[config.mk]
export PLATFORM = sky130hd
export DESIGN_NAME = scme_top
export DESIGN_NICKNAME = d
export VERILOG_FILES = /design/src/scme_pkg.sv /design/src/scme_exc_if.sv /design/src/scme_settle_timer.sv /design/src/scme_exc_arbiter.sv /design/src/scme_top.sv
export SDC_FILE = /design/constraint.sdc
export NUM_CORES = 1
export LEC_CHECK = 0
export BUFFER_PORTS_ARGS = -buffer_cell sky130_fd_sc_hd__buf_4
export CAP_MARGIN = 30
export CORE_MARGIN = 2
export CORE_UTILIZATION = 55
export DETAILED_ROUTE_END_ITERATION = 8
export GPL_ROUTABILITY_DRIVEN = 1
export PLACE_DENSITY = 0.9
export SETUP_SLACK_MARGIN = 0.1
export SLEW_MARGIN = 20
export SYNTH_ARGS = -nofsm -noshare
export SYNTH_HDL_FRONTEND = slang
export SYNTH_SLANG_ARGS = --single-unit
[constraint.sdc]
create_clock -name clk_in -period 2.42 [get_ports clk_in]
set_input_delay 0.484 -clock clk_in [delete_from_list [all_inputs] [get_ports clk_in]]
set_output_delay 0.484 -clock clk_in [all_outputs]
set_load 0.02 [all_outputs]
[src/scme_pkg.sv]
// Constants and types for the system control, mode and exception block.
// Assumes a single 100 MHz clock; one settle-wait state is one clock.
package scme_pkg;
	// =========================================================
	// Register offsets and reset values
	localparam logic [2:0] ADDR_CTRL = 3'h0;
	localparam logic [2:0] ADDR_AREA = 3'h1;
	localparam logic [2:0] ADDR_BREL = 3'h2;
	localparam logic [2:0] ADDR_MODE = 3'h3;
	localparam logic [2:0] ADDR_VEC  = 3'h4;
	localparam logic [7:0] CTRL_RST    = 8'h09;
	localparam logic [7:0] AREA_RST_8  = 8'hff;
	localparam logic [7:0] AREA_RST_16 = 8'h00;
	localparam logic [7:0] BREL_RST    = 8'he0;
	// =========================================================
	// Field positions of system_control
	localparam int B_STANDBY_SELECT  = 7;
	localparam int B_STS_H = 6;
	localparam int B_STS_L = 4;
	localparam int B_UE    = 3;
	localparam int B_NMI_EDGE_SELECT = 2;
	localparam int B_STANDBY_BUS_DRIVE_OPTION  = 1;
	localparam int B_INTERNAL_MEMORY_ENABLE  = 0;
	// =========================================================
	// Settle-wait lengths in system clock states
	localparam int WAIT_0 = 8192;
	localparam int WAIT_1 = 16384;
	localparam int WAIT_2 = 32768;
	localparam int WAIT_3 = 65536;
	localparam int WAIT_4 = 131072;
	localparam int WAIT_5 = 262144;
	localparam int WAIT_6 = 1024;
	// =========================================================
	// Modes, vectors, reset values of helpers
	localparam logic [2:0] MODE1 = 3'h1;
	localparam logic [2:0] MODE2 = 3'h2;
	localparam logic [2:0] MODE3 = 3'h3;
	localparam logic [2:0] MODE4 = 3'h4;
	localparam logic [7:0] VEC_RESET = 8'h00;
	localparam logic [7:0] VEC_NMI   = 8'h07;
	localparam logic [7:0] VEC_TRAP0 = 8'h08;
	localparam logic [7:0] VEC_IRQ0  = 8'h0c;
	localparam logic [7:0] VEC_INT0  = 8'h14;
	localparam logic [1:0] VEC_SHIFT = 2'h2;
	localparam logic [5:0] SYNC_RST  = 6'h07;
	typedef enum logic [1:0] {PWR_RUN, PWR_SLEEP, PWR_STBY, PWR_SETTLE}
		scme_pwr_t;
endpackage

[src/scme_exc_if.sv]
// Requests and results between the top and the exception arbiter.
// Assumes both ends run on the same system clock.
`timescale 1ns/10ps
interface scme_exc_if;
	logic       reset_req;
	logic       nmi_req;
	logic [5:0] irq_req;
	logic       int_req;
	logic [4:0] int_idx;
	logic       trap_req;
	logic [1:0] trap_num;
	logic       insn_done;
	logic       exc_done;
	logic       mask_ok;
	logic       run;
	logic       ue;
	logic       start;
	logic       push;
	logic       set_ui;
	logic [7:0] vector;
	logic [9:0] vec_addr;
	modport top (output reset_req, nmi_req, irq_req, int_req, int_idx,
		trap_req, trap_num, insn_done, exc_done, mask_ok, run, ue,
		input start, push, set_ui, vector, vec_addr);
	modport arb (input reset_req, nmi_req, irq_req, int_req, int_idx,
		trap_req, trap_num, insn_done, exc_done, mask_ok, run, ue,
		output start, push, set_ui, vector, vec_addr);
endinterface // scme_exc_if

[src/scme_settle_timer.sv]
// Counts settle-wait states after a wake-up from software standby.
// Assumes start is a one-cycle pulse and limit is at least one.
`timescale 1ns/10ps
module scme_settle_timer (
	input  wire logic        clk_in,
	input  wire logic        rst_in,
	input  wire logic        start_in,
	input  wire logic [18:0] limit_in,
	output logic             busy_out,
	output logic             done_out
);
	logic [18:0] cnt_reg;
	// =========================================================
	// Counter
	assign done_out = busy_out && (cnt_reg == limit_in - 19'h00001);
	always_ff @(posedge clk_in)
	begin
		if (rst_in || start_in)
			cnt_reg <= 19'h00000;
		else if (busy_out)
			cnt_reg <= cnt_reg + 19'h00001;
	end
	always_ff @(posedge clk_in)
	begin
		if (rst_in)
			busy_out <= 1'b0;
		else if (start_in)
			busy_out <= 1'b1;
		else if (done_out)
			busy_out <= 1'b0;
	end
endmodule // scme_settle_timer

[src/scme_exc_arbiter.sv]
// Orders reset, interrupt and trap exceptions and issues vectors.
// Assumes the CPU pulses insn_done and exc_done on the system clock.
`timescale 1ns/10ps
module scme_exc_arbiter
	import scme_pkg::*;
(
	input  wire logic clk_in,
	input  wire logic rst_in,
	scme_exc_if.arb   ex
);
	logic       nmi_pend_reg;
	logic       trap_pend_reg;
	logic [1:0] trap_num_reg;
	logic       busy_reg;
	logic       armed_reg;
	logic [2:0] irq_first;
	logic [7:0] vec_next;
	// =========================================================
	// Selection
	// No interrupt taken before the first instruction: stack not set up yet
	wire boundary  = ex.insn_done || (busy_reg && ex.exc_done);
	wire int_ok    = boundary && armed_reg && ex.run && !ex.reset_req;
	wire any_mask  = (|ex.irq_req) || ex.int_req;
	wire take_nmi  = int_ok && nmi_pend_reg;
	wire take_irq  = int_ok && ex.mask_ok && any_mask && !nmi_pend_reg;
	wire take_int  = take_nmi || take_irq;
	wire take_trap = trap_pend_reg && ex.run && !busy_reg && !take_int
		&& !ex.reset_req;
	always_comb
	begin
		irq_first = 3'h0;
		for (int i = 5; i >= 0; i--)
			if (ex.irq_req[i])
				irq_first = 3'(i);
	end
	assign vec_next = ex.reset_req ? VEC_RESET :
		take_nmi ? VEC_NMI :
		(take_irq && |ex.irq_req) ? VEC_IRQ0 + {5'h00, irq_first} :
		take_irq ? VEC_INT0 + {3'h0, ex.int_idx} :
		VEC_TRAP0 + {6'h00, trap_num_reg};
	// =========================================================
	// Pending and progress state; a new event beats its clear
	always_ff @(posedge clk_in)
	begin
		if (rst_in || ex.reset_req)
			nmi_pend_reg <= 1'b0;
		else
			nmi_pend_reg <= ex.nmi_req || (nmi_pend_reg && !take_nmi);
	end
	always_ff @(posedge clk_in)
	begin
		if (rst_in || ex.reset_req)
			trap_pend_reg <= 1'b0;
		else if (ex.trap_req)
			trap_pend_reg <= 1'b1;
		else if (take_trap)
			trap_pend_reg <= 1'b0;
	end
	always_ff @(posedge clk_in)
	begin
		if (rst_in)
			trap_num_reg <= 2'h0;
		else if (ex.trap_req)
			trap_num_reg <= ex.trap_num;
	end
	always_ff @(posedge clk_in)
	begin
		if (rst_in || ex.reset_req)
			armed_reg <= 1'b0;
		else if (ex.insn_done)
			armed_reg <= 1'b1;
	end
	always_ff @(posedge clk_in)
	begin
		if (rst_in)
			busy_reg <= 1'b0;
		else if (ex.reset_req || take_int || take_trap)
			busy_reg <= 1'b1;
		else if (ex.exc_done)
			busy_reg <= 1'b0;
	end
	// =========================================================
	// Results
	always_ff @(posedge clk_in)
	begin
		if (rst_in)
		begin
			ex.start    <= 1'b0;
			ex.push     <= 1'b0;
			ex.set_ui   <= 1'b0;
			ex.vector   <= VEC_RESET;
			ex.vec_addr <= 10'h000;
		end
		else
		begin
			ex.start    <= ex.reset_req || take_int || take_trap;
			ex.push     <= !ex.reset_req && (take_int || take_trap);
			ex.set_ui   <= !ex.reset_req && (take_int || take_trap)
				&& !ex.ue;
			ex.vector   <= vec_next;
			ex.vec_addr <= {vec_next, 2'h0};
		end
	end
endmodule // scme_exc_arbiter

[src/scme_top.sv]
// System control register, operating mode and power-down control.
// Assumes the CPU and interrupt controller share clk_in; board pins
// (mode, chip init, hardware standby, NMI) are asynchronous.
//
// The implementer's own choices: the address map and the address-and-strobe port.
`timescale 1ns/10ps
module scme_top
	import scme_pkg::*;
#(
	parameter int WAIT_T0 = WAIT_0,
	parameter int WAIT_T1 = WAIT_1,
	parameter int WAIT_T2 = WAIT_2,
	parameter int WAIT_T3 = WAIT_3,
	parameter int WAIT_T4 = WAIT_4,
	parameter int WAIT_T5 = WAIT_5
)(
	input  wire logic       clk_in,
	input  wire logic       rst_in,
	input  wire logic [2:0] reg_addr_in,
	input  wire logic [7:0] reg_wdata_in,
	input  wire logic       reg_wr_in,
	input  wire logic       reg_rd_in,
	input  wire logic [2:0] mode_pins_in,
	input  wire logic       chip_init_n_in,
	input  wire logic       hw_standby_n_in,
	input  wire logic       nmi_pin_in,
	input  wire logic       sleep_exec_in,
	input  wire logic       wake_irq_in,
	input  wire logic       insn_done_in,
	input  wire logic       exc_done_in,
	input  wire logic       ccr_i_in,
	input  wire logic       ccr_ui_in,
	input  wire logic [5:0] irq_req_in,
	input  wire logic       int_req_in,
	input  wire logic [4:0] int_idx_in,
	input  wire logic       trap_req_in,
	input  wire logic [1:0] trap_num_in,
	output logic      [7:0] reg_rdata_out,
	output logic            cpu_halt_out,
	output logic            modules_halt_out,
	output logic            addr_oe_out,
	output logic            ctrl_oe_out,
	output logic            ctrl_high_out,
	output logic            ram_enable_out,
	output logic            ui_is_mask_out,
	output logic            mode_valid_out,
	output logic            addr_16m_out,
	output logic            a20_enable_out,
	output logic            a23_21_enable_out,
	output logic            bus16_out,
	output logic            port4_data_out,
	output logic            exc_start_out,
	output logic      [7:0] exc_vector_out,
	output logic      [9:0] exc_vec_addr_out,
	output logic            exc_push_out,
	output logic            exc_set_ui_out
);
	logic [5:0] sync1_reg;
	logic [5:0] sync2_reg;
	logic       init_prev_reg;
	logic       nmi_prev_reg;
	logic [2:0] mode_reg;
	logic [7:0] ctrl_reg;
	logic [7:0] area_reg;
	logic [7:0] brel_reg;
	scme_pwr_t  pwr_reg;
	scme_pwr_t  pwr_next;
	logic       settle_busy;
	logic       settle_done;
	logic [18:0] settle_limit;
	logic [7:0] rd_mux;
	logic [18:0] settle_cyc_reg;
	scme_exc_if ex ();

	// =========================================================
	// Pin synchronisers, no reset on the data path
	always_ff @(posedge clk_in)
	begin
		sync1_reg <= {mode_pins_in, chip_init_n_in, hw_standby_n_in,
			nmi_pin_in};
		sync2_reg <= sync1_reg;
	end
	wire [2:0] mode_s = sync2_reg[5:3];
	wire       init_s = sync2_reg[2];
	wire       stby_s = sync2_reg[1];
	wire       nmi_s  = sync2_reg[0];
	always_ff @(posedge clk_in)
	begin
		if (rst_in)
		begin
			init_prev_reg <= SYNC_RST[2];
			nmi_prev_reg  <= SYNC_RST[0];
		end
		else
		begin
			init_prev_reg <= init_s;
			nmi_prev_reg  <= nmi_s;
		end
	end

	// =========================================================
	// Decode
	wire init_rise = init_s && !init_prev_reg;
	wire hold_rst  = rst_in || !init_s || !stby_s;
	wire nmi_edge  = ctrl_reg[B_NMI_EDGE_SELECT] ? (nmi_s && !nmi_prev_reg)
		: (!nmi_s && nmi_prev_reg);
	wire [2:0] sts = ctrl_reg[B_STS_H:B_STS_L];
	wire standby_select      = ctrl_reg[B_STANDBY_SELECT];
	wire standby_bus_drive_option      = ctrl_reg[B_STANDBY_BUS_DRIVE_OPTION];
	wire ue        = ctrl_reg[B_UE];
	wire wide_s    = (mode_s == MODE2) || (mode_s == MODE4);
	wire m_valid   = (mode_reg >= MODE1) && (mode_reg <= MODE4);
	wire m_16m     = (mode_reg == MODE3) || (mode_reg == MODE4);
	wire bus16     = !(&area_reg);
	wire a_hi_en   = m_16m && (brel_reg[7:5] == 3'h0);
	wire stby_bus  = (pwr_reg == PWR_STBY) || (pwr_reg == PWR_SETTLE);
	wire wake_ext  = wake_irq_in || nmi_edge;
	wire wake_any  = wake_ext || (|irq_req_in) || int_req_in;
	wire wr_ctrl   = reg_wr_in && (reg_addr_in == ADDR_CTRL);
	wire wr_area   = reg_wr_in && (reg_addr_in == ADDR_AREA);
	wire wr_brel   = reg_wr_in && (reg_addr_in == ADDR_BREL);
	wire settle_go = (pwr_reg == PWR_STBY) && wake_ext;
	// Code 111 is illegal; it falls back on WAIT_T5, the wait of code 101
	assign settle_limit =
		(sts == 3'h0) ? 19'(WAIT_T0) :
		(sts == 3'h1) ? 19'(WAIT_T1) :
		(sts == 3'h2) ? 19'(WAIT_T2) :
		(sts == 3'h3) ? 19'(WAIT_T3) :
		(sts == 3'h4) ? 19'(WAIT_T4) :
		(sts == 3'h6) ? 19'(WAIT_6) : 19'(WAIT_T5);
	assign rd_mux =
		(reg_addr_in == ADDR_CTRL) ? ctrl_reg :
		(reg_addr_in == ADDR_AREA) ? area_reg :
		(reg_addr_in == ADDR_BREL) ? brel_reg :
		(reg_addr_in == ADDR_MODE) ?
			{m_valid, bus16, m_16m, a_hi_en, 1'b0, mode_reg} :
		(reg_addr_in == ADDR_VEC) ? ex.vector : 8'h00;

	// =========================================================
	// Mode capture, only while the chip is held in reset
	always_ff @(posedge clk_in)
	begin
		if (rst_in || !init_s)
			mode_reg <= mode_s;
	end

	// =========================================================
	// Registers; none of them clear in software standby
	always_ff @(posedge clk_in)
	begin
		if (hold_rst)
			ctrl_reg <= CTRL_RST;
		else if (wr_ctrl)
			ctrl_reg <= reg_wdata_in;
		else if (init_rise)
			ctrl_reg[B_INTERNAL_MEMORY_ENABLE] <= 1'b1;
	end
	always_ff @(posedge clk_in)
	begin
		if (rst_in || !init_s)
			area_reg <= wide_s ? AREA_RST_16 : AREA_RST_8;
		else if (wr_area)
			area_reg <= reg_wdata_in;
	end
	always_ff @(posedge clk_in)
	begin
		if (rst_in || !init_s)
			brel_reg <= BREL_RST;
		else if (wr_brel)
			brel_reg <= reg_wdata_in;
	end
	always_ff @(posedge clk_in)
	begin
		if (rst_in)
			reg_rdata_out <= 8'h00;
		else
			reg_rdata_out <= reg_rd_in ? rd_mux : 8'h00;
	end

	// =========================================================
	// Power-down sequencing
	always_comb
	begin
		pwr_next = pwr_reg;
		case (pwr_reg)
			PWR_RUN:
				if (sleep_exec_in)
					pwr_next = standby_select ? PWR_STBY : PWR_SLEEP;
			PWR_SLEEP:
				if (wake_any)
					pwr_next = PWR_RUN;
			PWR_STBY:
				if (wake_ext)
					pwr_next = PWR_SETTLE;
			PWR_SETTLE:
				if (settle_done)
					pwr_next = PWR_RUN;
			default:
				pwr_next = PWR_RUN;
		endcase
	end
	always_ff @(posedge clk_in)
	begin
		if (hold_rst)
			pwr_reg <= PWR_RUN;
		else
			pwr_reg <= pwr_next;
	end

	scme_settle_timer u_settle (
		.clk_in   (clk_in),
		.rst_in   (hold_rst),
		.start_in (settle_go),
		.limit_in (settle_limit),
		.busy_out (settle_busy),
		.done_out (settle_done)
	);

	// =========================================================
	// Exception ordering
	assign ex.reset_req = init_rise && stby_s;
	assign ex.nmi_req   = nmi_edge;
	assign ex.irq_req   = irq_req_in;
	assign ex.int_req   = int_req_in;
	assign ex.int_idx   = int_idx_in;
	assign ex.trap_req  = trap_req_in;
	assign ex.trap_num  = trap_num_in;
	assign ex.insn_done = insn_done_in;
	assign ex.exc_done  = exc_done_in;
	// With user_bit_enable low the user bit masks as well
	assign ex.mask_ok   = !ccr_i_in && (ue || !ccr_ui_in);
	assign ex.run       = (pwr_reg == PWR_RUN);
	assign ex.ue        = ue;

	scme_exc_arbiter u_arb (
		.clk_in (clk_in),
		.rst_in (hold_rst),
		.ex     (ex)
	);
	assign exc_start_out    = ex.start;
	assign exc_vector_out   = ex.vector;
	assign exc_vec_addr_out = ex.vec_addr;
	assign exc_push_out     = ex.push;
	assign exc_set_ui_out   = ex.set_ui;

	// =========================================================
	// Registered outputs
	always_ff @(posedge clk_in)
	begin
		if (rst_in)
		begin
			cpu_halt_out     <= 1'b0;
			modules_halt_out <= 1'b0;
			addr_oe_out      <= 1'b1;
			ctrl_oe_out      <= 1'b1;
			ctrl_high_out    <= 1'b0;
		end
		else
		begin
			cpu_halt_out     <= (pwr_reg != PWR_RUN);
			modules_halt_out <= stby_bus;
			addr_oe_out      <= !stby_bus || standby_bus_drive_option;
			ctrl_oe_out      <= !stby_bus || standby_bus_drive_option;
			ctrl_high_out    <= stby_bus && standby_bus_drive_option;
		end
	end
	always_ff @(posedge clk_in)
	begin
		if (rst_in)
		begin
			ram_enable_out    <= CTRL_RST[B_INTERNAL_MEMORY_ENABLE];
			ui_is_mask_out    <= !CTRL_RST[B_UE];
			mode_valid_out    <= 1'b0;
			addr_16m_out      <= 1'b0;
			a20_enable_out    <= 1'b0;
			a23_21_enable_out <= 1'b0;
			bus16_out         <= 1'b0;
			port4_data_out    <= 1'b0;
		end
		else
		begin
			ram_enable_out    <= ctrl_reg[B_INTERNAL_MEMORY_ENABLE];
			ui_is_mask_out    <= !ue;
			mode_valid_out    <= m_valid;
			addr_16m_out      <= m_16m;
			a20_enable_out    <= m_16m;
			a23_21_enable_out <= a_hi_en;
			bus16_out         <= bus16;
			port4_data_out    <= bus16;
		end
	end

	// =========================================================
	// Checks
	always_ff @(posedge clk_in)
	begin
		if (pwr_reg == PWR_STBY)
			settle_cyc_reg <= 19'h00001;
		else if (pwr_reg == PWR_SETTLE)
			settle_cyc_reg <= settle_cyc_reg + 19'h00001;
	end
endmodule // scme_top

==> impl_table.tex <==
\begin{tabular}{lr}
\hline
Metric & Value \\
\hline
\multicolumn{2}{l}{\textbf{Timing}} \\
Final Hold Vio Count & 0 \\
Least setup slack across all paths after layout & roughly 0.29 ns \\
Final-layout setup total negative slack & 0 ns \\
Transition time at the pin with the least slew margin & 0.6371 ns \\
Final Cycle Share & 88.08\% \\
Maximum achievable frequency & roughly 0.47 GHz \\
Post-route minimum period & 2.132 ns \\
Worst slew margin relative to its limit & 57.14\% \\
Final Setup Violations & 0 \\
Unrepaired setup endpoints after global routing & false \\
Pins Over Slew Limit & 0 \\
Final clock skew & 0.005999 ns \\
\multicolumn{2}{l}{\textbf{Yosys}} \\
Most frequently used cell type in the post-synthesis netlist & dfxtp\_1 \\
Dominant cells by area after synthesis & dfxtp\_1 41\%, edfxtp\_1 7.9\%, nor2\_1 5.8\%, mux2i\_1 4.1\%, nand2\_1 3.3\% \\
Most used flip-flop cell after synthesis & dfxtp\_1 \\
Distinct cell type count after synthesis & 55 \\
Multiplexer share of the synthesized area & 5.157\% \\
Total standard cell area after synthesis & 4173 µm² \\
Post-synthesis compound-gate area fraction & 12.38\% \\
Fraction of synthesized cell area in xor and xnor cells & between 4 and 5\% \\
Share of synthesized flip-flops with an asynchronous set or reset & 0\% \\
Number of enable-type register cells in the synthesized netlist & 11 \\
Synth Warn \# & 0 \\
Synth area leader & dfxtp\_1 \\
Adder and majority gate portion of the synthesized area & 0.5997\% \\
Synthesized-area fraction occupied by and/or/nand/nor cells & a little under a quarter \\
Combinational family with the most area after synthesis & simple AND/OR/NAND/NOR gates \\
Synthesized area divided by synthesized cell count & 9.191 µm² \\
Most frequent cells after synthesis & 85 x dfxtp\_1, 64 x nor2\_1, 37 x nand2\_1 \\
Area share of the largest cell type after synthesis & approximately two fifths \\
Synthesized instance count & 454 \\
Flip-flop and latch count after synthesis & between 90 and 100 \\
Sequential cell area fraction in the yosys report & 48.70\% \\
\multicolumn{2}{l}{\textbf{Floorplan}} \\
Die height & approximately 90 µm \\
\# rows & 31 \\
Starting density of the core & 57.22\% \\
I/O pin total & 84 \\
Die area & 8299 µm² \\
Width of the die & around 91 µm \\
Core Box Area & roughly 7300 µm² \\
\multicolumn{2}{l}{\textbf{CTS}} \\
H-tree lvl count & 3 \\
Clock sink count & 96 \\
Clock Tree Root & clkbuf\_8 \\
CTS Buffer Depth & 2 \\
Number of instances resized during post-cts repair & 0 \\
Hold\_buf cts & 0 \\
Total setup buffers inserted after CTS & 0 \\
Clock-pin slew on the worst setup and hold paths & about 0.09 ns \\
Clock tree from TritonCTS & yes \\
Latest clock arrival within the worst-skew pair & 0.36 ns \\
Total CTS buffers & 9 \\
\multicolumn{2}{l}{\textbf{Global route}} \\
Total global routing overflow & 0 \\
Initial antenna violation count & 0 \\
First-pass GRT wire length & approximately 16,000 µm \\
Total global-route track usage & about a quarter \\
Via count of the first global-routing pass & 3,302 \\
Largest net degree at the start of global routing & 20 \\
\multicolumn{2}{l}{\textbf{Critical path}} \\
Worst setup SP type & flop \\
Worst path buffer plus inverter count & 0 \\
Family with the most delay on the worst path & compound AO/OA/AOI/OAI gates \\
Data arrival at the endpoint of the critical path & 2.37 ns \\
CP Capture Type & flop \\
Cell with the largest stage delay on the worst path & or3\_1 \\
Cells along the critical path & ha\_1 > nand3\_1 > or3\_1 > a2111o\_1 > o41ai\_2 > a21oi\_1 \\
Worst-path fanout max & 6 \\
Worst path required time & roughly 2.7 ns \\
Critical path type & reg -> reg \\
Delay contributed by the slowest stage of the critical path & approximately 0.44 ns \\
\multicolumn{2}{l}{\textbf{Cells and area}} \\
Filler cell count in the final layout & approximately 590 \\
Area growth syn-to-layout & 18.08\% \\
Final Util & 67.57\% \\
Flip-flop count of the largest register after layout & 19 \\
Area occupied by multi-input gates & approximately 1900 µm² \\
Register area & $\sim$2000 µm² \\
Ratio of cells with drive above 1 in the final layout & approximately a fifth \\
Final Net Count & between 500 and 600 \\
Antenna diode count & 0 \\
\multicolumn{2}{l}{\textbf{Drt}} \\
Wire length after detailed routing & approximately 9500 µm \\
Vias after detailed routing & approximately 3,500 \\
First-iteration detailed-routing DRC count & between 200 and 300 \\
Router iterations before antenna repair & 5 \\
DRC violation count after routing & 0 \\
DR WL/cell & 15.34 µm \\
Post-DR vias/cell & roughly 5.7 \\
Final antenna-violating net count & 0 \\
\multicolumn{2}{l}{\textbf{Pwr}} \\
Ratio of total power to cell area & a little under 600 nW/µm² \\
Leakage component of the power & about 1.9 nW \\
Max VDD drop & between 0.4 and 0.5 mV \\
\multicolumn{2}{l}{\textbf{Outcome}} \\
Outcome & completed \\
\multicolumn{2}{l}{\textbf{Worst hold path}} \\
Class of the most critical hold timing path & in -> reg \\
\multicolumn{2}{l}{\textbf{Placement}} \\
Post-Place Setup Slack & roughly 0.28 ns \\
Quantity of I/O buffers inserted on ports & slightly below 80 \\
Final weighted congestion in routability-driven placement & 0.8985 \\
DPL Wire Length & 7139 µm \\
\multicolumn{2}{l}{\textbf{Run}} \\
Max-cap violation count & 0 \\
\hline
\end{tabular}
-- routing by layer --
layer  global-route usage [%]  part of all wire [%]
met5                        0                     0
met4                    11.62                   2.4
met3                    4.149                   6.2
met2                    40.06                    50
met1                    28.37                    42
-- where the power goes --
group	leakage [nW]	internal, W	total, W	switching [W]
clock	0.0935	0.000386	0.000957	0.000571
sequential	0.800	0.00165	0.00168	0.0000242
combinational	1.01	0.000120	0.000261	0.000141
total	1.90	0.00216	0.00290	0.000737
-- worst reg2reg max path, delay by kind of cell, from the launching register on --
family | cells | cell delay [ns]
fa+ha+maj | 1 | 0.24
compound gates | 3 | 0.82
flops | 1 | 0.38
simple gates | 2 | 0.57
-- worst paths after layout --
kind              depth (start not counted)  slack [ns]                 from      endpoint
hold reg to reg                           0        0.33         sync1_reg[4]  sync2_reg[4]
hold / removal                            1        0.22      mode_pins_in[2]  sync1_reg[5]
setup reg to reg                          6        0.29  u_settle.cnt_reg[0]    pwr_reg[1]
setup / recovery                          6        0.29  u_settle.cnt_reg[0]    pwr_reg[1]
-- placed cells by master, fill, tap and decap left out, types with 11 or more instances in the layout --
cell,instances
dfxtp_1,85
edfxtp_1,11
nor3_1,16
nand3_1,13
nor2b_1,11
nor2_1,64
nand2_1,37
mux2i_1,17
xnor2_1,14
a21oi_1,25
buf_4,84
-- per-stage QoR --
step           hold slack [ns]  total power, W  area [µm²]  cells
6_report                0.2162        0.002896        4927    621
5_1_grt                 0.1986        0.003001        4927    621
4_1_cts                 0.2021        0.002907        4927    621
3_5_place_dp            0.3121        0.001972        4748    605
3_3_place_gp            0.3106        0.001962        4748    605
2_1_floorplan           0.3096        0.001861        4192    459
-- cell families after synthesis --
group | count (synthesis)
compound gates | 77
xor+xnor | 23
fa+ha+maj | 2
buf+inv | 46
flops | 96
mux | 19
other cells | 1
simple gates | 190
-- area by class of cell --
cell class / instances / area share, %
repair buffers: 84 / 12.80
flip-flops and latches: 96 / 41.24
well taps: 99 / 2.514
clock buffers: 9 / 2.514
clock inverters: 7 / 1.117
inverters: 9 / 0.6856
multi-input cells: 317 / 39.13
(Power assumes the default switching activity.)
